===== src/srp_pkg.sv =====
// Purpose: shared constants for the serial register port and its host
// Assumes: one byte per register address, 15-bit address space
// Notes: sclk timing derived from the system clock rate
package srp_pkg;
   localparam int FRAME_BITS = 24;
   localparam int HDR_BITS = 16;
   localparam int ADDR_BITS = 15;
   localparam int DATA_BITS = 8;
   localparam int CLK_PERIOD_NS = 100;
   localparam int SCLK_PERIOD_NS = 800;
   localparam int SCLK_HALF_CYC = SCLK_PERIOD_NS / (2 * CLK_PERIOD_NS);
   localparam int NUM_SLOTS = 8;
   localparam int NUM_TERM = 4;
   // address map
   localparam logic [14:0] ADDR_VENDOR = 15'h000c;
   localparam logic [14:0] ADDR_USER_CFG = 15'h0010;
   localparam logic [14:0] ADDR_FS = 15'h0030;
   localparam logic [14:0] ADDR_CAL_CFG = 15'h0062;
   localparam logic [14:0] ADDR_BG = 15'h007c;
   localparam logic [14:0] ADDR_TERM = 15'h007e;
   localparam logic [14:0] ADDR_OFS = 15'h0330;
   localparam logic [14:0] ADDR_GAIN = 15'h0350;
   // byte storage indices
   localparam int IDX_VENDOR = 0;
   localparam int IDX_USER_CFG = 2;
   localparam int IDX_CAL_CFG = 3;
   localparam int IDX_FS = 4;
   localparam int IDX_BG = 6;
   localparam int IDX_TERM = 7;
   localparam int IDX_OFS = 11;
   localparam int IDX_GAIN = 27;
   localparam int NUM_BYTES = 43;
   // field positions
   localparam int BIT_ADDR_HOLD = 0;
   localparam int BIT_STREAM_DIR = 5;
   localparam int BIT_OFS_CAL = 0;
   localparam int BIT_BG_CAL = 1;
   // reset values
   localparam logic [15:0] RST_FS = 16'ha000;
   localparam logic [7:0] RST_BG = 8'h00;
   localparam logic [7:0] RST_TERM = 8'h00;
   localparam logic [15:0] RST_OFS = 16'h0000;
   localparam logic [15:0] RST_GAIN = 16'h0000;
   localparam logic [7:0] RST_CFG = 8'h00;
endpackage


===== src/srp_link_if.sv =====
// Purpose: four-wire serial link between host and register port
// Assumes: device drives sdo at all times; host reads it directly, sdo_oe only feeds the monitor
// Notes: no clocking block, plain wires
`timescale 1ns/1ns
interface srp_link_if;
   logic port_select_n;
   logic sclk;
   logic sdi;
   logic sdo;
   logic sdo_oe;
   modport device (input port_select_n, input sclk, input sdi, output sdo, output sdo_oe);
   modport host (output port_select_n, output sclk, output sdi, input sdo, input sdo_oe);
endinterface


===== src/srp_device_end.sv =====
// Purpose: serial register port with trim registers of a data converter
// Assumes: sclk, select and sdi are pins, sampled by clk_sys_in
// Notes: sdo changes after sclk falls, so the host samples late in high phase
// Summary of operation
// - host holds select low for whole access
// - input bits captured on rising sclk
// - no timeout, any slow sclk works
// - frame is 24 bits: direction, address, data
// - first bit one reads, zero writes
// - next fifteen bits are register address
// - write stores last eight bits
// - read ignores input, drives register on sdo
// - all fields shifted most significant first
// - wide registers little-endian, low byte first
// - sdo driven only in read data
// - select held low streams further bytes
// - address steps by one, direction configurable
// - address hold stops stepping
// - host avoids access during calibration
// - separate offset trim per converter core
// - gain trims changed only by host writes
// - absent input trims accepted, no effect
// - full scale common, gain trim per converter core
// - host avoids offset writes during offset calibration
`timescale 1ns/1ns
module srp_device_end import srp_pkg::*; #(
   parameter logic [NUM_SLOTS-1:0] SLOT_PRESENT = 8'hff,
   parameter logic [NUM_TERM-1:0] INPUT_PRESENT = 4'hf,
   parameter logic [15:0] VENDOR_CODE = 16'h5a3c // arbitrary value
) (
   input wire logic clk_sys_in,
   input wire logic rst_n_in,
   srp_link_if.device link,
   input wire logic cal_offset_we_in,
   input wire logic [2:0] cal_offset_slot_in,
   input wire logic [15:0] cal_offset_value_in,
   output logic [NUM_SLOTS-1:0][15:0] core_offset_adjust_out,
   output logic [NUM_SLOTS-1:0][15:0] core_gain_adjust_out,
   output logic [15:0] full_scale_adjust_out,
   output logic [7:0] bandgap_reference_adjust_out,
   output logic [NUM_TERM-1:0][7:0] termination_resistor_adjust_out,
   output logic offset_cal_enable_out,
   output logic background_cal_enable_out
);
   import srp_pkg::*;

   typedef enum logic [1:0] {
      SRP_HEADER = 2'b01,
      SRP_DATA = 2'b10
   } srp_phase_t;

   logic [2:0] pins_s;
   logic sclk_d;
   logic sclk_rise;
   logic sclk_fall;
   logic sel_n;
   srp_phase_t phase;
   logic [3:0] hdr_cnt;
   logic [2:0] bit_cnt;
   logic [14:0] hdr_sh;
   logic [14:0] addr;
   logic rd_frame;
   logic [6:0] wr_sh;
   logic [7:0] rd_sh;
   logic [7:0] regs [0:NUM_BYTES-1];
   logic hit;
   logic wr_ok;
   logic [5:0] idx;
   logic [7:0] rd_byte;
   logic [14:0] next_addr;

   // sclk, select and sdi arrive from the link domain
   srp_sync #(.WIDTH(3), .INIT(3'h2)) u_sync (
      .clk_sys_in(clk_sys_in),
      .rst_n_in(rst_n_in),
      .async_in({link.sclk, link.port_select_n, link.sdi}),
      .sync_out(pins_s)
   );
   assign sel_n = pins_s[1];

   // edge detect on the synchronised clock
   always_ff @(posedge clk_sys_in or negedge rst_n_in) begin
      if (!rst_n_in) begin
         sclk_d <= 1'b0;
      end else begin
         sclk_d <= pins_s[2];
      end
   end
   assign sclk_rise = pins_s[2] & ~sclk_d & ~sel_n;
   assign sclk_fall = ~pins_s[2] & sclk_d & ~sel_n;

   // map an address onto byte storage; vendor code is read only
   always_comb begin
      hit = 1'b1;
      wr_ok = 1'b1;
      idx = 6'h00;
      if (addr == ADDR_VENDOR || addr == ADDR_VENDOR + 15'h0001) begin
         idx = 6'(IDX_VENDOR) + 6'(addr - ADDR_VENDOR);
         wr_ok = 1'b0;
      end else if (addr == ADDR_USER_CFG) begin
         idx = 6'(IDX_USER_CFG);
      end else if (addr == ADDR_CAL_CFG) begin
         idx = 6'(IDX_CAL_CFG);
      end else if (addr >= ADDR_FS && addr < ADDR_FS + 15'h0002) begin
         idx = 6'(IDX_FS) + 6'(addr - ADDR_FS);
      end else if (addr == ADDR_BG) begin
         idx = 6'(IDX_BG);
      end else if (addr >= ADDR_TERM && addr < ADDR_TERM + 15'(NUM_TERM)) begin
         idx = 6'(IDX_TERM) + 6'(addr - ADDR_TERM);
      end else if (addr >= ADDR_OFS && addr < ADDR_OFS + 15'(2 * NUM_SLOTS)) begin
         idx = 6'(IDX_OFS) + 6'(addr - ADDR_OFS);
      end else if (addr >= ADDR_GAIN && addr < ADDR_GAIN + 15'(2 * NUM_SLOTS)) begin
         idx = 6'(IDX_GAIN) + 6'(addr - ADDR_GAIN);
      end else begin
         hit = 1'b0;
         wr_ok = 1'b0;
      end
   end
   // unmapped addresses read as zero
   assign rd_byte = hit ? regs[idx] : 8'h00;

   // step by one, down when direction bit set
   always_comb begin
      next_addr = addr;
      if (!regs[IDX_USER_CFG][BIT_ADDR_HOLD]) begin
         if (regs[IDX_USER_CFG][BIT_STREAM_DIR]) begin
            next_addr = addr - 15'h0001;
         end else begin
            next_addr = addr + 15'h0001;
         end
      end
   end

   // frame sequencer; advances only on sclk edges, no timer anywhere
   always_ff @(posedge clk_sys_in or negedge rst_n_in) begin
      if (!rst_n_in) begin
         phase <= SRP_HEADER;
         hdr_cnt <= 4'h0;
         bit_cnt <= 3'h0;
         hdr_sh <= 15'h0000;
         addr <= 15'h0000;
         rd_frame <= 1'b0;
         wr_sh <= 7'h00;
      end else if (sel_n) begin
         // select high drops any partial frame
         phase <= SRP_HEADER;
         hdr_cnt <= 4'h0;
         bit_cnt <= 3'h0;
      end else if (sclk_rise) begin
         unique case (phase)
            SRP_HEADER: begin
               // fifteen address bits follow, msb first
               hdr_cnt <= hdr_cnt + 4'h1;
               if (hdr_cnt == 4'h0) begin
                  rd_frame <= pins_s[0];
               end else begin
                  hdr_sh <= {hdr_sh[13:0], pins_s[0]};
               end
               if (hdr_cnt == 4'(HDR_BITS - 1)) begin
                  addr <= {hdr_sh[13:0], pins_s[0]};
                  phase <= SRP_DATA;
                  bit_cnt <= 3'h0;
               end
            end
            SRP_DATA: begin
               // header plus one full byte completes a frame
               // further bytes stream while select is low
               wr_sh <= {wr_sh[5:0], pins_s[0]};
               bit_cnt <= bit_cnt + 3'h1;
               if (bit_cnt == 3'(DATA_BITS - 1)) begin
                  addr <= next_addr;
               end
            end
         endcase
      end
   end

   // register storage; host writes then calibration writes to offsets
   always_ff @(posedge clk_sys_in or negedge rst_n_in) begin
      if (!rst_n_in) begin
         for (int i = 0; i < NUM_BYTES; i++) begin
            regs[i] <= 8'h00;
         end
         regs[IDX_VENDOR] <= VENDOR_CODE[7:0];
         regs[IDX_VENDOR + 1] <= VENDOR_CODE[15:8];
         regs[IDX_USER_CFG] <= RST_CFG;
         regs[IDX_CAL_CFG] <= RST_CFG;
         regs[IDX_FS] <= RST_FS[7:0];
         regs[IDX_FS + 1] <= RST_FS[15:8];
         regs[IDX_BG] <= RST_BG;
         for (int i = 0; i < NUM_TERM; i++) begin
            regs[IDX_TERM + i] <= RST_TERM;
         end
         for (int i = 0; i < NUM_SLOTS; i++) begin
            regs[IDX_OFS + 2 * i] <= RST_OFS[7:0];
            regs[IDX_OFS + 2 * i + 1] <= RST_OFS[15:8];
            regs[IDX_GAIN + 2 * i] <= RST_GAIN[7:0];
            regs[IDX_GAIN + 2 * i + 1] <= RST_GAIN[15:8];
         end
      end else begin
         // commit byte on its eighth rising edge; absent ones too
         if (sclk_rise && phase == SRP_DATA && bit_cnt == 3'(DATA_BITS - 1) &&
               !rd_frame && wr_ok) begin
            regs[idx] <= {wr_sh, pins_s[0]};
         end
         // offsets may be refreshed per core by calibration
         // calibration has no path into gain bytes
         if (cal_offset_we_in && regs[IDX_CAL_CFG][BIT_OFS_CAL]) begin
            regs[IDX_OFS + 2 * cal_offset_slot_in] <= cal_offset_value_in[7:0];
            regs[IDX_OFS + 2 * cal_offset_slot_in + 1] <= cal_offset_value_in[15:8];
         end
      end
   end

   // read data driven on falling edges, input ignored
   // enable only in data portion of read frames
   always_ff @(posedge clk_sys_in or negedge rst_n_in) begin
      if (!rst_n_in) begin
         link.sdo <= 1'b0;
         link.sdo_oe <= 1'b0;
         rd_sh <= 8'h00;
      end else if (sel_n) begin
         link.sdo_oe <= 1'b0;
      end else if (sclk_fall && phase == SRP_DATA) begin
         link.sdo_oe <= rd_frame;
         if (bit_cnt == 3'h0) begin
            link.sdo <= rd_byte[7];
            rd_sh <= {rd_byte[6:0], 1'b0};
         end else begin
            link.sdo <= rd_sh[7];
            rd_sh <= {rd_sh[6:0], 1'b0};
         end
      end
   end

   // applied trims; low byte at lower address
   // slots and inputs absent on this variant apply zero
   // one full-scale value for every input
   generate
      for (genvar g = 0; g < NUM_SLOTS; g++) begin : g_slot
         always_ff @(posedge clk_sys_in or negedge rst_n_in) begin
            if (!rst_n_in) begin
               core_offset_adjust_out[g] <= RST_OFS;
               core_gain_adjust_out[g] <= RST_GAIN;
            end else begin
               core_offset_adjust_out[g] <= SLOT_PRESENT[g] ?
                  {regs[IDX_OFS + 2 * g + 1], regs[IDX_OFS + 2 * g]} : 16'h0000;
               core_gain_adjust_out[g] <= SLOT_PRESENT[g] ?
                  {regs[IDX_GAIN + 2 * g + 1], regs[IDX_GAIN + 2 * g]} : 16'h0000;
            end
         end
      end
      for (genvar g = 0; g < NUM_TERM; g++) begin : g_term
         always_ff @(posedge clk_sys_in or negedge rst_n_in) begin
            if (!rst_n_in) begin
               termination_resistor_adjust_out[g] <= RST_TERM;
            end else begin
               termination_resistor_adjust_out[g] <= INPUT_PRESENT[g] ?
                  regs[IDX_TERM + g] : 8'h00;
            end
         end
      end
   endgenerate

   // common settings
   always_ff @(posedge clk_sys_in or negedge rst_n_in) begin
      if (!rst_n_in) begin
         full_scale_adjust_out <= RST_FS;
         bandgap_reference_adjust_out <= RST_BG;
         offset_cal_enable_out <= 1'b0;
         background_cal_enable_out <= 1'b0;
      end else begin
         full_scale_adjust_out <= {regs[IDX_FS + 1], regs[IDX_FS]};
         bandgap_reference_adjust_out <= regs[IDX_BG];
         offset_cal_enable_out <= regs[IDX_CAL_CFG][BIT_OFS_CAL];
         background_cal_enable_out <= regs[IDX_CAL_CFG][BIT_BG_CAL];
      end
   end
endmodule


===== src/srp_sync.sv =====
// Purpose: two flip-flop synchroniser for a vector of pin levels
// Assumes: each bit is an independent level
// Notes: first stage is read only by the second
`timescale 1ns/1ns
module srp_sync #(parameter int WIDTH = 1, parameter logic [WIDTH-1:0] INIT = '0) (
   input wire logic clk_sys_in,
   input wire logic rst_n_in,
   input wire logic [WIDTH-1:0] async_in,
   output logic [WIDTH-1:0] sync_out
);
   logic [WIDTH-1:0] meta;
   // two stages against metastability
   always_ff @(posedge clk_sys_in or negedge rst_n_in) begin
      if (!rst_n_in) begin
         meta <= INIT;
         sync_out <= INIT;
      end else begin
         meta <= async_in;
         sync_out <= meta;
      end
   end
endmodule

===== src/flat_wrapper.sv =====
// flat-port wrapper written by rule: the top's interface ports become plain ports
module srp_device_end_flat import srp_pkg::*;
#(
   parameter logic [NUM_SLOTS-1:0] SLOT_PRESENT = 8'hff,
   parameter logic [NUM_TERM-1:0] INPUT_PRESENT = 4'hf,
   parameter logic [15:0] VENDOR_CODE = 16'h5a3c                   
)
  (clk_sys_in, rst_n_in, cal_offset_we_in, cal_offset_slot_in, cal_offset_value_in, core_offset_adjust_out, core_gain_adjust_out, full_scale_adjust_out, bandgap_reference_adjust_out, termination_resistor_adjust_out, offset_cal_enable_out, background_cal_enable_out, link_port_select_n, link_sclk, link_sdi, link_sdo, link_sdo_oe);
  srp_link_if link_i ();
  input wire logic clk_sys_in;
  input wire logic rst_n_in;
  input wire logic cal_offset_we_in;
  input wire logic [2:0] cal_offset_slot_in;
  input wire logic [15:0] cal_offset_value_in;
  output logic [NUM_SLOTS-1:0][15:0] core_offset_adjust_out;
  output logic [NUM_SLOTS-1:0][15:0] core_gain_adjust_out;
  output logic [15:0] full_scale_adjust_out;
  output logic [7:0] bandgap_reference_adjust_out;
  output logic [NUM_TERM-1:0][7:0] termination_resistor_adjust_out;
  output logic offset_cal_enable_out;
  output logic background_cal_enable_out;
  input wire logic [$bits(link_i.port_select_n)-1:0] link_port_select_n;
  input wire logic [$bits(link_i.sclk)-1:0] link_sclk;
  input wire logic [$bits(link_i.sdi)-1:0] link_sdi;
  output wire logic [$bits(link_i.sdo)-1:0] link_sdo;
  output wire logic [$bits(link_i.sdo_oe)-1:0] link_sdo_oe;
  assign link_i.port_select_n = link_port_select_n;
  assign link_i.sclk = link_sclk;
  assign link_i.sdi = link_sdi;
  assign link_sdo = link_i.sdo;
  assign link_sdo_oe = link_i.sdo_oe;
  srp_device_end #(.SLOT_PRESENT(SLOT_PRESENT), .INPUT_PRESENT(INPUT_PRESENT), .VENDOR_CODE(VENDOR_CODE)) u_core (.clk_sys_in(clk_sys_in), .rst_n_in(rst_n_in), .link(link_i), .cal_offset_we_in(cal_offset_we_in), .cal_offset_slot_in(cal_offset_slot_in), .cal_offset_value_in(cal_offset_value_in), .core_offset_adjust_out(core_offset_adjust_out), .core_gain_adjust_out(core_gain_adjust_out), .full_scale_adjust_out(full_scale_adjust_out), .bandgap_reference_adjust_out(bandgap_reference_adjust_out), .termination_resistor_adjust_out(termination_resistor_adjust_out), .offset_cal_enable_out(offset_cal_enable_out), .background_cal_enable_out(background_cal_enable_out));
endmodule

===== config.mk =====
export PLATFORM = sky130hd
export DESIGN_NAME = srp_device_end_flat
export DESIGN_NICKNAME = d
export VERILOG_FILES = /design/src/srp_pkg.sv /design/src/srp_link_if.sv /design/src/srp_device_end.sv /design/src/srp_sync.sv /design/src/flat_wrapper.sv
export SDC_FILE = /design/constraint.sdc
export NUM_CORES = 1
export LEC_CHECK = 0
export BUFFER_PORTS_ARGS = -buffer_cell sky130_fd_sc_hd__buf_2
export CAP_MARGIN = 5
export CELL_PAD_IN_SITES_DETAIL_PLACEMENT = 1
export CELL_PAD_IN_SITES_GLOBAL_PLACEMENT = 2
export CORE_UTILIZATION = 30
export DETAILED_ROUTE_END_ITERATION = 10
export GPL_ROUTABILITY_DRIVEN = 0
export PLACE_DENSITY_LB_ADDON = 0.1
export SYNTH_ARGS = -nofsm -noshare
export SYNTH_HDL_FRONTEND = slang
export SYNTH_HIERARCHICAL = 1
export SYNTH_SLANG_ARGS = --single-unit

===== constraint.sdc =====
create_clock -name clk_sys_in -period 5.3 [get_ports clk_sys_in]
set_input_delay 0.795 -clock clk_sys_in [delete_from_list [all_inputs] [get_ports clk_sys_in]]
set_output_delay 0.795 -clock clk_sys_in [all_outputs]
set_load 0.03 [all_outputs]

# Word-level counts from Yosys, hierarchy flattened
# Index checks and enable logic that the tools add are counted.
op_classes:
  magnitude_cmp: 14
  addsub: 15
  reduce_logical: 29
  eq_ne: 13
  muxes: 52
  bitwise: 11
op_table:
  columns: ["op", "n"]
  rows:
  - ["$bwmux 344", 3]
  - ["$mux 344", 2]
  - ["$demux 8 s6", 3]
  - ["$ge 33x7->1 const B", 2]
  - ["$lt 33x1->1 const B", 2]
  - ["$not 32->33", 2]
  - ["$mux 15", 4]
  - ["$mux 8", 7]
  - ["$bmux 8 s6", 1]
  - ["$mux 6", 8]
  - ["$add 32x1->32 const B", 1]
  - ["$eq 15x4->1 const B", 2]
  - ["$eq 15x7->1 const B", 2]
  - ["$ge 15x10->1 const B", 2]
  - ["$lt 15x10->1 const B", 2]
  - ["$pmux 15 s2", 1]
  - ["$sub 6x6->6 const B", 3]
  - ["$add 15x1->15 const B", 1]
  - ["$eq 15x5->1 const B", 1]
  - ["$ge 15x6->1 const B", 1]
  - ["$ge 15x7->1 const B", 1]
  - ["$lt 15x6->1 const B", 1]
  - ["$lt 15x8->1 const B", 1]
  - ["$sub 15x1->15 const B", 1]
  - ["other kinds (35)", 80]
word_totals:
  regBits: 721
  word_cells: 214
  input_bits: 25
  out_inout_bits: 316

# Longest topological paths before layout
# Gate-level depths: netlist of the first run.
logic_depth:
  depth_word: 20
  ltp_mapped: 16
  depth_no_buf: 12

# Cells and area by module
# The synthesis of the first run kept the hierarchy.
by_module_without_submodules:
  columns: ["module", "cells_each", "seq_area_each_um2", "area_per_inst_um2", "n_inst"]
  rows:
  - ["srp_device_end", 2806, 17883.4, 31483.9, 1]
  - ["srp_sync", 6, 152.6, 152.6, 1]

# Worst setup path after synthesis of the first run
# Ideal clock, no wire load.
synth_timing:
  path_kind: "reg2reg"
  start: "register u_core.addr[0]"
  end: "register u_core/regs[16] in the netlist's numbering"
  setup_ns: 0.125
  synth_period_minus_slack_ns: 3.915
  path_buffers: 3
  t_required_ns: 5.175
  path_stages_with_launch: 14
  path_slack_ns: 1.385
  arrival_ns: 3.791
  cell_sequence: "dfrtp_1 clkbuf_1 inv_1 ha_1 or2_2 a22oi_2 o22ai_4 a2111o_4 nand2_4 buf_4 nand3_2 buf_4 nor2_2 mux2_2"
synth_between:
  elab_chain_len: 20
  word_cells_on_any_way: 55
  classes_between: "add/sub (9); order compare (10); eq/ne (5); mux (23); bitwise (1); reduce/logical (7)"
synth_lines:
  columns: ["item", "line_no", "rtl"]
  rows:
  - ["start, declared", "srp_device_end.sv:61", "logic [14:0] addr;"]
  - ["start signal, assigned", "srp_device_end.sv:160", "addr <= {hdr_sh[13:0], pins_s[0]};"]
  - ["start signal, assigned", "srp_device_end.sv:171", "addr <= next_addr;"]
  - ["$sub 6x5->6, or another cell as far along", "srp_device_end.sv:113", "idx = 6'(IDX_GAIN) + 6'(addr - ADDR_GAIN);"]
  - ["$add 5x6->6 or $logic_and 1x1->1 (tied branches)", "srp_device_end.sv:113, srp_device_end.sv:112", null]
  - ["$mux 6", "srp_device_end.sv:112", "end else if (addr >= ADDR_GAIN && addr < ADDR_GAIN + 15'(2 * NUM_SLOTS)) begin"]
  - ["$mux 6", "srp_device_end.sv:110", "end else if (addr >= ADDR_OFS && addr < ADDR_OFS + 15'(2 * NUM_SLOTS)) begin"]
  - ["$mux 6", "srp_device_end.sv:108", "end else if (addr >= ADDR_TERM && addr < ADDR_TERM + 15'(NUM_TERM)) begin"]
  - ["$mux 6", "srp_device_end.sv:106", "end else if (addr == ADDR_BG) begin"]
  - ["$mux 6", "srp_device_end.sv:104", "end else if (addr >= ADDR_FS && addr < ADDR_FS + 15'h0002) begin"]
  - ["$mux 6", "srp_device_end.sv:102", "end else if (addr == ADDR_CAL_CFG) begin"]
  - ["[4 not listed]", null, null]
  - ["$logic_and 1x1->1 (not written as such)", "srp_device_end.sv:204", "regs[idx] <= {wr_sh, pins_s[0]};"]
  - ["$mux 8 (not written as such)", "srp_device_end.sv:204", null]
  - ["$demux 8 s6", "srp_device_end.sv:204", null]
  - ["$bwmux 344", "srp_device_end.sv:204", null]
  - ["$mux 344 *", "srp_device_end.sv:202", "if (sclk_rise && phase == SRP_DATA && bit_cnt == 3'(DATA_BITS - 1) &&"]
  - ["$bwmux 344", "srp_device_end.sv:209", "regs[IDX_OFS + 2 * cal_offset_slot_in] <= cal_offset_value_in[7:0];"]
  - ["$bwmux 344", "srp_device_end.sv:210", "regs[IDX_OFS + 2 * cal_offset_slot_in + 1] <= cal_offset_value_in[15:8];"]
  - ["$mux 344 *", "srp_device_end.sv:208", "if (cal_offset_we_in && regs[IDX_CAL_CFG][BIT_OFS_CAL]) begin"]
  - ["end signal, assigned by index", "srp_device_end.sv:204", null]
  - ["end signal, assigned by index", "srp_device_end.sv:209", null]
  - ["end signal, assigned by index", "srp_device_end.sv:210", null]
  - ["end, declared", "srp_device_end.sv:65", "logic [7:0] regs [0:NUM_BYTES-1];"]
# Mark *: on every way between the ends. The rest lies on a longest branch, timed or not.
# A chain may end at the register's enable or synchronous reset.

# Worst setup path after layout of the first run
layout_timing:
  start: "register u_core.addr[0]"
  end: "register u_core.rd_sh[7]"
layout_between:
  elab_chain_len: 16
  word_cells_on_any_way: 49
  classes_between: "add/sub (9); order compare (8); eq/ne (5); mux (21); bitwise (1); reduce/logical (5)"
layout_lines:
  columns: ["item", "line_no", "rtl"]
  rows:
  - ["$sub 6x5->6, or another cell as far along", "srp_device_end.sv:113", null]
  - ["$add 5x6->6 or $logic_and 1x1->1 (tied branches)", "srp_device_end.sv:113, srp_device_end.sv:112", null]
  - ["$mux 6", "srp_device_end.sv:112", null]
  - ["$mux 6", "srp_device_end.sv:110", null]
  - ["$mux 6", "srp_device_end.sv:108", null]
  - ["$mux 6", "srp_device_end.sv:106", null]
  - ["$mux 6", "srp_device_end.sv:104", null]
  - ["$mux 6", "srp_device_end.sv:102", null]
  - ["$mux 6", "srp_device_end.sv:100", "end else if (addr == ADDR_USER_CFG) begin"]
  - ["$mux 6", "srp_device_end.sv:97", "if (addr == ADDR_VENDOR || addr == ADDR_VENDOR + 15'h0001) begin"]
  - ["$not 6->7 (not written as such)", "srp_device_end.sv:120", "assign rd_byte = hit ? regs[idx] : 8'h00;"]
  - ["$bmux 8 s6", "srp_device_end.sv:120", null]
  - ["$mux 8 (not written as such) (2 in a row)", "srp_device_end.sv:120", null]
  - ["$mux 8 *", "srp_device_end.sv:120", null]
  - ["$mux 8 *", "srp_device_end.sv:226", "if (bit_cnt == 3'h0) begin"]
  - ["end signal, assigned", "srp_device_end.sv:228", "rd_sh <= {rd_byte[6:0], 1'b0};"]
  - ["end signal, assigned", "srp_device_end.sv:231", "rd_sh <= {rd_sh[6:0], 1'b0};"]
  - ["end, declared", "srp_device_end.sv:64", "logic [7:0] rd_sh;"]
# Mark *: on every way between the ends. The rest lies on a longest branch, timed or not. The select of a mux whose other input is x is not followed.

==> summary.txt, run 1 <==
Status
  – Outcome: finished, final reports clean

Clock network
  – Post-CTS Setup Bufs: 0
  – Clock buffer count from CTS: 84
  – Clk buf depth: 3
  – CTS Hold Buffers Added: 0
  – CTS sink cnt: between 700 and 800
  – CTS tree: built
  – CTS HTree Levels: 3
  – CTS Root Cell: clkbuf_16
  – Skew-Pair Late Insertion Delay: 680 ps
  – Worst-path clk slew: 70 ps
  – # resized after CTS: 0

Pwr
  – Power density relative to cell area: 446 nW/um2
  – Static leakage: 0.0159 uW
  – Worst VDD drop: 0.310 mV

Global routing
  – Initial antenna violation count: 8
  – GR Util All Layers: 0.267
  – First-pass GRT wire length: slightly above 200000 um
  – Pin count of the biggest net entering global routing: 130
  – GRT Residual Overflow: 0
  – Vias in the first global route: about 26k

STA
  – Max-slew violations: 0
  – Hold Vio Cnt, Final: 0
  – Skew final: 34.1 ps
  – Clock period minus worst slack: 4920 ps
  – Slew headroom: 0.0720
  – Worst Tran Pin Value: 1390 ps
  – Final setup vio count: 0
  – Fin crit share: 0.929
  – Setup TNS: 0 ps
  – FMAX: slightly above 200 MHz
  – RSZ-0062 raised after global routing: no
  – Fin Hold WS: 130 ps

Yosys
  – Mux cell area share after synthesis: 0.138
  – Top cells by area, synth: dfrtp_1 56%, mux2i_1 11%, nand2_1 3.8%, a21oi_1 3.4%, nor2_1 2.5%
  – Netlist cell types: 103
  – Avg Inst Size Synth: 11.3 um2
  – Synthesized Nets: about 2.9k
  – Synth async-reset ratio: 1.00
  – Count leader, synth: dfrtp_1
  – Post-synth top cells: 705 x dfrtp_1, 338 x mux2i_1, 323 x nand2_1, 215 x a21oi_1, 209 x nor2_1
  – Post-synth EDFFs: 0
  – Largest family of logic cells by synthesized area: multiplexers
  – Area share of xor/xnor cells in the synthesized design: 0.00443
  – Synth Cell Area: 31600 um2
  – Most used DFF post-synth: dfrtp_1
  – Post-Syn Instances: about 2.8k
  – Adder-cell share of the synthesized area: 0.0133
  – Yosys warnings: 6
  – Post-synth top area cell: dfrtp_1
  – Seq/Total Area, Yosys: 0.570
  – Compound-Gate Fraction of Synth Area: 0.114
  – Seq cells post-synth: slightly above 700
  – Post-synthesis simple-gate area fraction: 0.131
  – Yosys top cell area share: 0.558

Critical path
  – Slowest cell on the critical path: o311ai_0
  – Crit path max-delay family: compound AO/OA/AOI/OAI gates
  – Worst path required time: 5910 ps
  – Crit path DAT: 5540 ps
  – Setup crit end kind: flip-flop
  – Crit path from: u_core/addr[0]
  – Worst-path fanout max: 14
  – Worst path bufs/invs: 2
  – Critical R2R Launch: u_core/addr[0]
  – Max incr delay on CP: 1090 ps
  – WS Path Type: flip-flop to flip-flop
  – Startpoint Class: flip-flop
  – Worst path cell trace: inv_1 > ha_1 > or2_2 > a22oi_2 > o22ai_4 > a2111o_4 > nand2_4 > buf_4 > nand2_1 > o311ai_0 > o311a_1 > nand3_1 > a21oi_1

Place
  – Area of placed instances: roughly 35000 um2
  – IO Port Bufs: 340
  – Placed insts: 4418
  – HPWL Detailed: 101000 um

Die
  – Core Region: 104000 um2
  – DIE AREA: 107000 um2
  – Die height: 327 um
  – FP Rows: approximately 120
  – I/O Pins: about 340
  – Die W: 327 um
  – Starting Density: 0.304

Route
  – TritonRoute pass-1 iters: 5
  – Routed vias/inst: 5.41
  – Drt drc: 0
  – Routed Antenna Nets: 0
  – 1st-iter DRT viols: 1951
  – Vias: 24.8k
  – Wire per inst: 31.3 um
  – Detailed Route WL: 143000 um

Final layout
  – Layout cells sized above 1: 0.238
  – Non-filler cells, final: 4579
  – Utilization after layout: 0.365
  – Final instance area: about 38000 um2
  – Nets@finish: 3182
  – Synth-to-layout area growth: 20.2%

Flow run
  – Max cap viols: 0

Worst hold path
  – Worst hold path class: primary input to async pin
[layer usage]
layer,track usage,vias to the layer above,share of wire
met5,0,-,0
met4,0.0853,0,0.029
met3,0.0339,200,0.056
met2,0.409,949,0.45
met1,0.391,13000,0.47
li1,-,10600,-
[cell usage in the layout, fill, tap and decap left out, types with 9 or more instances in the layout]
cell        synthesis  routed
nor2_8              9       9
clkbuf_1          112      10
dfrtp_1           705     697
buf_12              0      10
clkbuf_16           0      87
bufinv_16           0       9
mux2_2             66      66
a211oi_1           49      49
buf_4              12      72
ha_1               32      32
nand2_1           323     323
inv_1              21      21
nor2_4             28      29
and3_1             47      47
o21ai_0           108     108
nor2_1            209     207
buf_2              34     339
a31oi_1            27      27
a21oi_1           215     215
mux2i_1           338     338
nand3_1            81      80
clkbuf_8            0      14
dfstp_2            15      15
mux2_1             16      16
nor3_1             19      19
nand4_1            16      16
clkinvlp_4          0      10
o21ai_1            71      71
clkinv_2            0      12
[cell type report]
type,instances,area [um2]
Inverter,22,82.6
Clock buffer,111,2410
Antenna cell,4,10.0
Fill cell,11400,66100
Tap cell,1380,1730
Multi-Input combinational cell,1874,12700
Clock inverter,46,554
Timing Repair Buffer,422,2450
Sequential cell,720,18100
[power breakdown]
part | internal [uW] | switching [uW] | total (uW)
clock | 3670 | 2520 | 6190
combinational | 947 | 2260 | 3210
sequential | 6470 | 1080 | 7550
total | 11100 | 5860 | 17000
[cells by family (layout without fill, tap and decap cells)]
family                     Yosys count  count (layout)
xor gates and xnor gates            16              16
adders and majority gates           33              33
muxes                              423             423
and+or+nand+nor                    818             818
buffers and inverters              218             601
AOI/OAI and AO/OA                  584             584
other                                0               4
DFF                                720             720
[through the flow]
stage          setup slack (ps)  power, uW
6_report                    378      17000
5_1_grt                     224      17600
4_1_cts                     438      17100
3_5_place_dp                454      10800
3_3_place_gp                524      10800
2_1_floorplan              1380       8990
[worst reg2reg max path, stage by stage (launching register included)]
cell	delay [ps]
dfrtp_1	630
inv_1	300
ha_1	310
or2_2	340
a22oi_2	420
o22ai_4	170
a2111o_4	480
nand2_4	200
buf_4	290
nand2_1	140
o311ai_0	1090
o311a_1	300
nand3_1	80
a21oi_1	120
[final timing paths]
path,cells after the start,slack [ps],endpoint
worst max-delay path,13,380,u_core/rd_sh[7]
min in group clk_sys_in,1,230,u_core/u_sync/meta[1]
worst min register to register,0,350,u_core/u_sync/sync_out[0]
worst min-delay path,1,130,u_core/regs[153]
max in group asynchronous,2,3760,async pin
worst max register to register,13,380,u_core/rd_sh[7]
[flip-flops by register name, summed over array words and instances, names as in the netlist, 4 cells and up, named ones only]
register,cells
u_core/regs,304
u_core/core_gain_adjust_out,128
u_core/core_offset_adjust_out,128
u_core/termination_resistor_adjust_out,32
u_core/full_scale_adjust_out,16
u_core/addr,15
u_core/hdr_sh,14
u_core/bandgap_reference_adjust_out,8
u_core/rd_sh,7
u_core/wr_sh,7
u_core/hdr_cnt,4
Note: power is estimated with default switching activity, not from simulation.
==> inputs of run 2 (changes only) <==
- ABC_AREA: default -> 1
- CORE_ASPECT_RATIO: default -> 1.25
==> summary.txt, run 2 <==
STA
  – Slew headroom: 0.248 (+0.176)
  – FMAX: 223 MHz (+9.8%)
  – Worst Tran Pin Value: 1130 ps (-260 ps)
  – Hold Vio Cnt, Final: 0 (unchanged)
  – Final setup vio count: 0 (unchanged)
  – Setup TNS: 0 ps (unchanged)
  – Final worst slack: 817 ps (+439 ps)
  – Clock period minus worst slack: 4480 ps (-439 ps)
  – Skew final: 47.0 ps (+12.8 ps)
  – RSZ-0062 raised after global routing: no
  – Max-slew violations: 0 (unchanged)
  – Fin crit share: 0.846 (-0.0828)

Global routing
  – Initial antenna violation count: 15 (+7)
  – GRT Residual Overflow: 0 (unchanged)
  – GR Util All Layers: 0.275 (+0.00745)
  – Vias in the first global route: 28.5k (+12%)
  – Pin count of the biggest net entering global routing: 140 (+7.7%)
  – First-pass GRT wire length: 213000 um (+4.5%)

Clock network
  – Worst-path clk slew: 60 ps (about the same)
  – Skew-Pair Late Insertion Delay: 700 ps (+20 ps)
  – Clk buf depth: 3 (unchanged)
  – Clock buffer count from CTS: 81 (-3.6%)
  – CTS Root Cell: clkbuf_16
  – CTS Hold Buffers Added: 0 (unchanged)
  – Post-CTS Setup Bufs: 0 (unchanged)
  – CTS HTree Levels: 3 (unchanged)
  – CTS sink cnt: 720 (unchanged)
  – CTS tree: built
  – # resized after CTS: 0 (unchanged)

Final layout
  – Top reg by flops: u_core/regs
  – Layout cells sized above 1: 0.163 (-0.0749)
  – Registers with the most flip-flops: u_core/regs x304, u_core/core_gain_adjust_out x128, u_core/core_offset_adjust_out x128
  – Non-filler cells, final: 5614 (+23%)
  – Fillers: 12.6k (+11%)
  – Nets@finish: 4177 (+31%)
  – Area of the multi-input gates: 11700 um2 (-8.4%)
  – Largest register FFs: 304 (unchanged)
  – Synth-to-layout area growth: 19.2%
  – Area occupied by registers: 18000 um2 (-0.11%)
  – Most frequent cells in the layout: 979 x nand2_1, 701 x dfrtp_1, 453 x o21ai_0
  – Commonest non-fill, non-tap cell in the layout: nand2_1

Critical path
  – Startpoint Class: flip-flop
  – Worst-path fanout max: 14 (unchanged)
  – WS Path Type: flip-flop to flip-flop
  – Worst path required time: 5880 ps (-30 ps)
  – Max incr delay on CP: 630 ps (-460 ps)
  – Setup crit end kind: flip-flop
  – Worst path cell trace: inv_1 > ha_1 > nand4_1 > nor3_1 > nand2_1 > nand4_1 > nand2_1 > nand2_1 > inv_1 > nand2_1 > nand2_1 > o21ai_0 > nand2_1 > nor2_1 > nand3_1 > a21oi_1
  – CP dominant cell by count: nand2_1
  – Slowest cell on the critical path: o21ai_0
  – Crit path DAT: 5070 ps (-470 ps)

Route
  – Wire per inst: 26.5 um (-15%)
  – Detailed Route WL: 149000 um (+3.9%)
  – TritonRoute pass-1 iters: 5 (unchanged)
  – Drt drc: 0 (unchanged)
  – Routed vias/inst: 5.02 (-7.1%)
  – Vias: 28.2k (+14%)
  – 1st-iter DRT viols: 2141 (+9.7%)
  – Routed Antenna Nets: 0 (unchanged)

Die
  – Die W: 295 um (-9.6%)
  – Die height: 369 um (+13%)
  – FP Rows: 134 (+14%)
  – DIE AREA: 109000 um2 (+2.1%)
  – Core Region: 107000 um2 (+2.6%)
  – Starting Density: 0.302 (-0.00157)
  – I/O Pins: 341 (unchanged)

Yosys
  – Seq cells post-synth: 720 (unchanged)
  – Synth Cell Area: 32300 um2 (+2.1%)
  – Count leader, synth: nand2_1
  – Yosys top cell area share: 0.546 (-0.0113)
  – Post-Syn Instances: 3819 (+36%)
  – Synth async-reset ratio: 1.00 (unchanged)
  – Post-synth EDFFs: 0 (unchanged)
  – Seq/Total Area, Yosys: 0.559 (-0.0116)
  – Most used DFF post-synth: dfrtp_1
  – Yosys warnings: 6 (unchanged)
  – Post-synth top area cell: dfrtp_1
  – Avg Inst Size Synth: 8.46 um2 (-25%)
  – Top cells by area, synth: dfrtp_1 55%, nand2_1 11%, o21ai_0 7.0%, inv_1 4.9%, nor2_1 3.1%
  – Post-synth top cells: 979 x nand2_1, 705 x dfrtp_1, 453 x o21ai_0, 425 x inv_1, 266 x nor2_1
  – Synthesized Nets: 3877 (+35%)
  – Netlist cell types: 53 (-49%)

Pwr
  – Internal power: 9330 uW (-16%)
  – Sequential share of power: 0.454 (+0.008)
  – Switching part of the total: 0.234 (-0.112)
  – Sw Pwr: 2850 uW (-51%)
  – Power density relative to cell area: 316 nW/um2 (-29%)
  – Comb power frac: 0.030 (-0.159)
  – Tot Pwr: 12200 uW (-28%)
  – Clk network pwr share: 0.515 (+0.150)
  – Worst VDD drop: 0.222 mV (-29%)
  – Static leakage: 0.0173 uW (+9.0%)

Status
  – Outcome: finished, final reports clean

Worst hold path
  – Worst hold path class: primary input to async pin

Place
  – Setup WS pre-CTS: 918 ps (+464 ps)
  – IO Port Bufs: 340 (unchanged)
  – Placed insts: 5464 (+24%)
  – HPWL Detailed: 103000 um (+2.2%)

Flow run
  – Max cap viols: 0 (unchanged)
-- run 2: final cells by class --
class | instances | share of cell area
Antenna cell | 3 | 0.000195
Clock buffer | 103 | 0.0593
Clock inverter | 44 | 0.0174
Inverter | 463 | 0.0452
Multi-Input combinational cell | 2450 | 0.303
Sequential cell | 720 | 0.469
Tap cell | 1428 | 0.0464
Timing Repair Buffer | 403 | 0.0600
-- run 2: layer usage --
metal,track usage,part of all wire,up-vias
met5,0,0.00040,-
met3,0.0338,0.048,167
met4,0.0736,0.024,8
met2,0.465,0.49,699
li1,-,-,12900
met1,0.368,0.44,14400
-- run 2: stage by stage --
step	instance area [um2]	util	hold slack (ps)
after floorplan	32300	-	331
after CTS	38500	0.360	163
after global routing	38500	0.360	194
final	38500	0.361	153
after detailed placement	35500	0.333	338
after global placement	35500	0.333	333
-- run 2: cell families after synthesis --
group,count (synthesis),share of synthesized area
DFF,720,0.559
muxes,3,0.00101
xor gates and xnor gates,19,0.00515
AOI/OAI and AO/OA,917,0.151
buffers and inverters,649,0.0809
adders and majority gates,33,0.0130
and+or+nand+nor,1478,0.191
-- run 2: worst max-delay path: cells and delay by family (launching register included) --
kind,cells,cell delay (ps)
AO/OA/AOI/OAI,2,770
AND/OR/NAND/NOR,11,2000
flip-flops,1,530
adder cells (fa/ha/maj),1,270
buffers and inverters,2,780
-- run 2: path summary, 6_finish.rpt --
check,from,to,slack (ps),cells after the start
max,u_core/addr[2],u_core/link.sdo,820,16
min in group clk_sys_in,link_sdi,u_core/u_sync/meta[0],210,1
min,rst_n_in,u_core/core_gain_adjust_out[83],150,1
min reg2reg,u_core/u_sync/meta[2],u_core/u_sync/sync_out[2],350,0
max reg2reg,u_core/addr[2],u_core/link.sdo,820,16
max in group asynchronous,rst_n_in,u_core/core_gain_adjust_out[17],3840,2
-- run 2: power groups by stage --
| stage | Combinational [uW] | Clock, uW | Sequential (uW) |
|---|---|---|---|
| floorplan | 94.7 | 0 | 5630 |
| global placement | 373 | 0 | 5630 |
| detailed placement | 375 | 0 | 5640 |
| CTS | 376 | 6440 | 5530 |
| global route | 400 | 6640 | 5530 |
| finish | 368 | 6280 | 5530 |
==> inputs of run 3 (changes only) <==
- clock period: 5.3 -> 3.6 ns (I/O delays scaled with it)
==> summary.txt, run 3 (synthesis gave the netlist of run 2 again) <==
Global routing
  – First-pass GRT wire length: 217000 um (+1.8%)
  – Met3 usage: 0.0344 (+0.000602)
  – Initial antenna violation count: 11 (-4)
  – GR met1 Demand/Resource: 0.376 (+0.00777)
  – GRT Residual Overflow: 0 (unchanged)
  – Grt peak-use layer: met2
  – Met2 usage: 0.466 (+0.000903)
  – Vias in the first global route: 29.4k (+3.1%)
  – Pin count of the biggest net entering global routing: 80 (-43%)
  – GR Util All Layers: 0.279 (+0.00420)

Pwr
  – Sw Pwr: 4160 uW (+46%)
  – Power density relative to cell area: 445 nW/um2 (+41%)
  – Clk network pwr share: 0.510 (-0.005)
  – Worst VDD drop: 0.286 mV (+29%)
  – Sequential share of power: 0.458 (+0.004)
  – Comb power frac: 0.033 (+0.003)
  – Switching part of the total: 0.234 (-0.000304)
  – Static leakage: 0.0182 uW (+5.0%)
  – Internal power: 13600 uW (+46%)
  – Tot Pwr: 17800 uW (+46%)

Clock network
  – Skew-Pair Late Insertion Delay: 680 ps (-20 ps)
  – Clk buf depth: 3 (unchanged)
  – Worst-path clk slew: 70 ps (about the same)
  – Clock buffer count from CTS: 80 (-1.2%)
  – CTS sink cnt: 720 (unchanged)
  – CTS Root Cell: clkbuf_16
  – CTS tree: built
  – CTS HTree Levels: 3 (unchanged)

Place
  – IO Port Bufs: 340 (unchanged)
  – HPWL Detailed: 108000 um (+4.7%)

STA
  – Fin crit share: 0.940 (+0.0937)
  – FMAX: 296 MHz (+33%)
  – Slew headroom: 0.139 (-0.109)
  – Worst Tran Pin Value: 1290 ps (+163 ps)
  – Clock period minus worst slack: 3380 ps (-1100 ps)
  – Max-slew violations: 0 (unchanged)
  – Final setup vio count: 0 (unchanged)
  – Skew final: 36.2 ps (-10.8 ps)
  – Hold Vio Cnt, Final: 0 (unchanged)

Final layout
  – Registers with the most flip-flops: u_core/regs x304, u_core/core_gain_adjust_out x128, u_core/core_offset_adjust_out x128
  – Layout cells sized above 1: 0.197 (+0.0335)
  – Synth-to-layout area growth: 23.7%
  – Utilization after layout: 0.374 (+0.0136)
  – Largest register FFs: 304 (unchanged)
  – Commonest non-fill, non-tap cell in the layout: nand2_1
  – Top reg by flops: u_core/regs
  – Most frequent cells in the layout: 978 x nand2_1, 703 x dfrtp_1, 451 x o21ai_0
  – Nets@finish: 4342 (+4.0%)

Flow run
  – Max cap viols: 0 (unchanged)

Critical path
  – Setup crit end kind: flip-flop
  – Worst-path fanout max: 23 (+9)
  – Crit path DAT: 3970 ps (-1100 ps)
  – Reg-to-reg slack, setup: 220 ps (-600 ps)
  – WS Path Type: flip-flop to flip-flop
  – Startpoint Class: flip-flop
  – Worst path required time: 4190 ps (-1690 ps)

Worst hold path
  – Worst hold path class: primary input to flip-flop

Die
  – FP Rows: 134 (unchanged)
  – Die height: 369 um (unchanged)
  – I/O Pins: 341 (unchanged)
  – DIE AREA: 109000 um2 (unchanged)
  – Core Region: 107000 um2 (unchanged)
  – Starting Density: 0.302 (unchanged)
  – Die W: 295 um (unchanged)

Route
  – Vias: 29.0k (+2.8%)
  – Wire per inst: 26.2 um (-1.4%)
  – TritonRoute pass-1 iters: 5 (unchanged)
  – 1st-iter DRT viols: 2020 (-5.7%)
  – Routed Antenna Nets: 0 (unchanged)
  – Drt drc: 0 (unchanged)
  – Routed vias/inst: 5.02 (-0.11%)
  – Detailed Route WL: 151000 um (+1.5%)

Status
  – Outcome: finished, final reports clean
[run 3: critical path, stage by stage, from the launching register on]
cell and delay (ps):
dfrtp_1 430, nor2_1 110, nand3_1 140, nor2_2 110, buf_4 180, nand4_1 210, nand2_1 170, nor2_1 90
nand2_4 90, nand3_4 140, buf_12 200, inv_2 140, buf_6 240, o21ai_0 170, nand2_1 100, nand2_1 60
nor2_1 220, nor2_1 90, nor2_2 200, nand3_1 90, a21oi_1 140
[run 3: layer usage]
metal  vias up  share of wire
li1      13200              -
met1     14800           0.44
met2       751           0.48
met3       188          0.047
met4        10          0.026
met5         -        0.00039
[run 3: stage by stage]
| stage | area, um2 | setup WS (ps) | setup TNS (ps) | std cells | hold WS (ps) |
|---|---|---|---|---|---|
| 6_report | 40000 | 218 | 0 | 5779 | 273 |
| 3_3_place_gp | 36900 | -221 | -924 | 5622 | 339 |
| 2_1_floorplan | 32300 | 682 | 0 | 3819 | 244 |
| 3_5_place_dp | 36900 | -239 | -1120 | 5622 | 341 |
| 5_1_grt | 40000 | -0.493 | -0.493 | 5777 | 272 |
| 4_1_cts | 39900 | 25.0 | 0 | 5773 | 224 |
[run 3: worst paths after layout]
kind,from,to,cells past startpoint
min,cal_offset_value_in[6],u_core/regs[270],3
min reg2reg,u_core/u_sync/meta[0],u_core/u_sync/sync_out[0],0
max reg2reg,u_core/addr[13],u_core/rd_sh[4],20
max in group asynchronous,rst_n_in,u_core/core_offset_adjust_out[18],3
max,u_core/addr[13],u_core/rd_sh[4],20
min in group asynchronous,rst_n_in,u_core/core_gain_adjust_out[83],2
[run 3: repair_timing]
item	in CTS	in global routing
setup endpoints to repair	14	63
gates cloned	0	0
resized for setup	3	19
hold buffers	4	0
setup buffers	0	4
hold endpoints to repair	46	0
pin swaps	0	1
[run 3: layout make-up]
cell class	instances	area [um2]
antenna	2	5.00
clock buffer	104	2340
clock inverter	43	574
fill	12600	66800
inverter	463	1740
multi-input combinational	2450	11700
sequential	720	18000
tap	1428	1790
timing repair buffer	569	3760
[run 3: power by group through the flow]
stage | logic [uW] | registers, uW | clock network [uW]
2_1_floorplan | 139 | 8290 | 0
3_3_place_gp | 583 | 8300 | 0
3_5_place_dp | 582 | 8300 | 0
4_1_cts | 588 | 8150 | 9310
5_1_grt | 629 | 8150 | 9600
6_report | 579 | 8150 | 9070
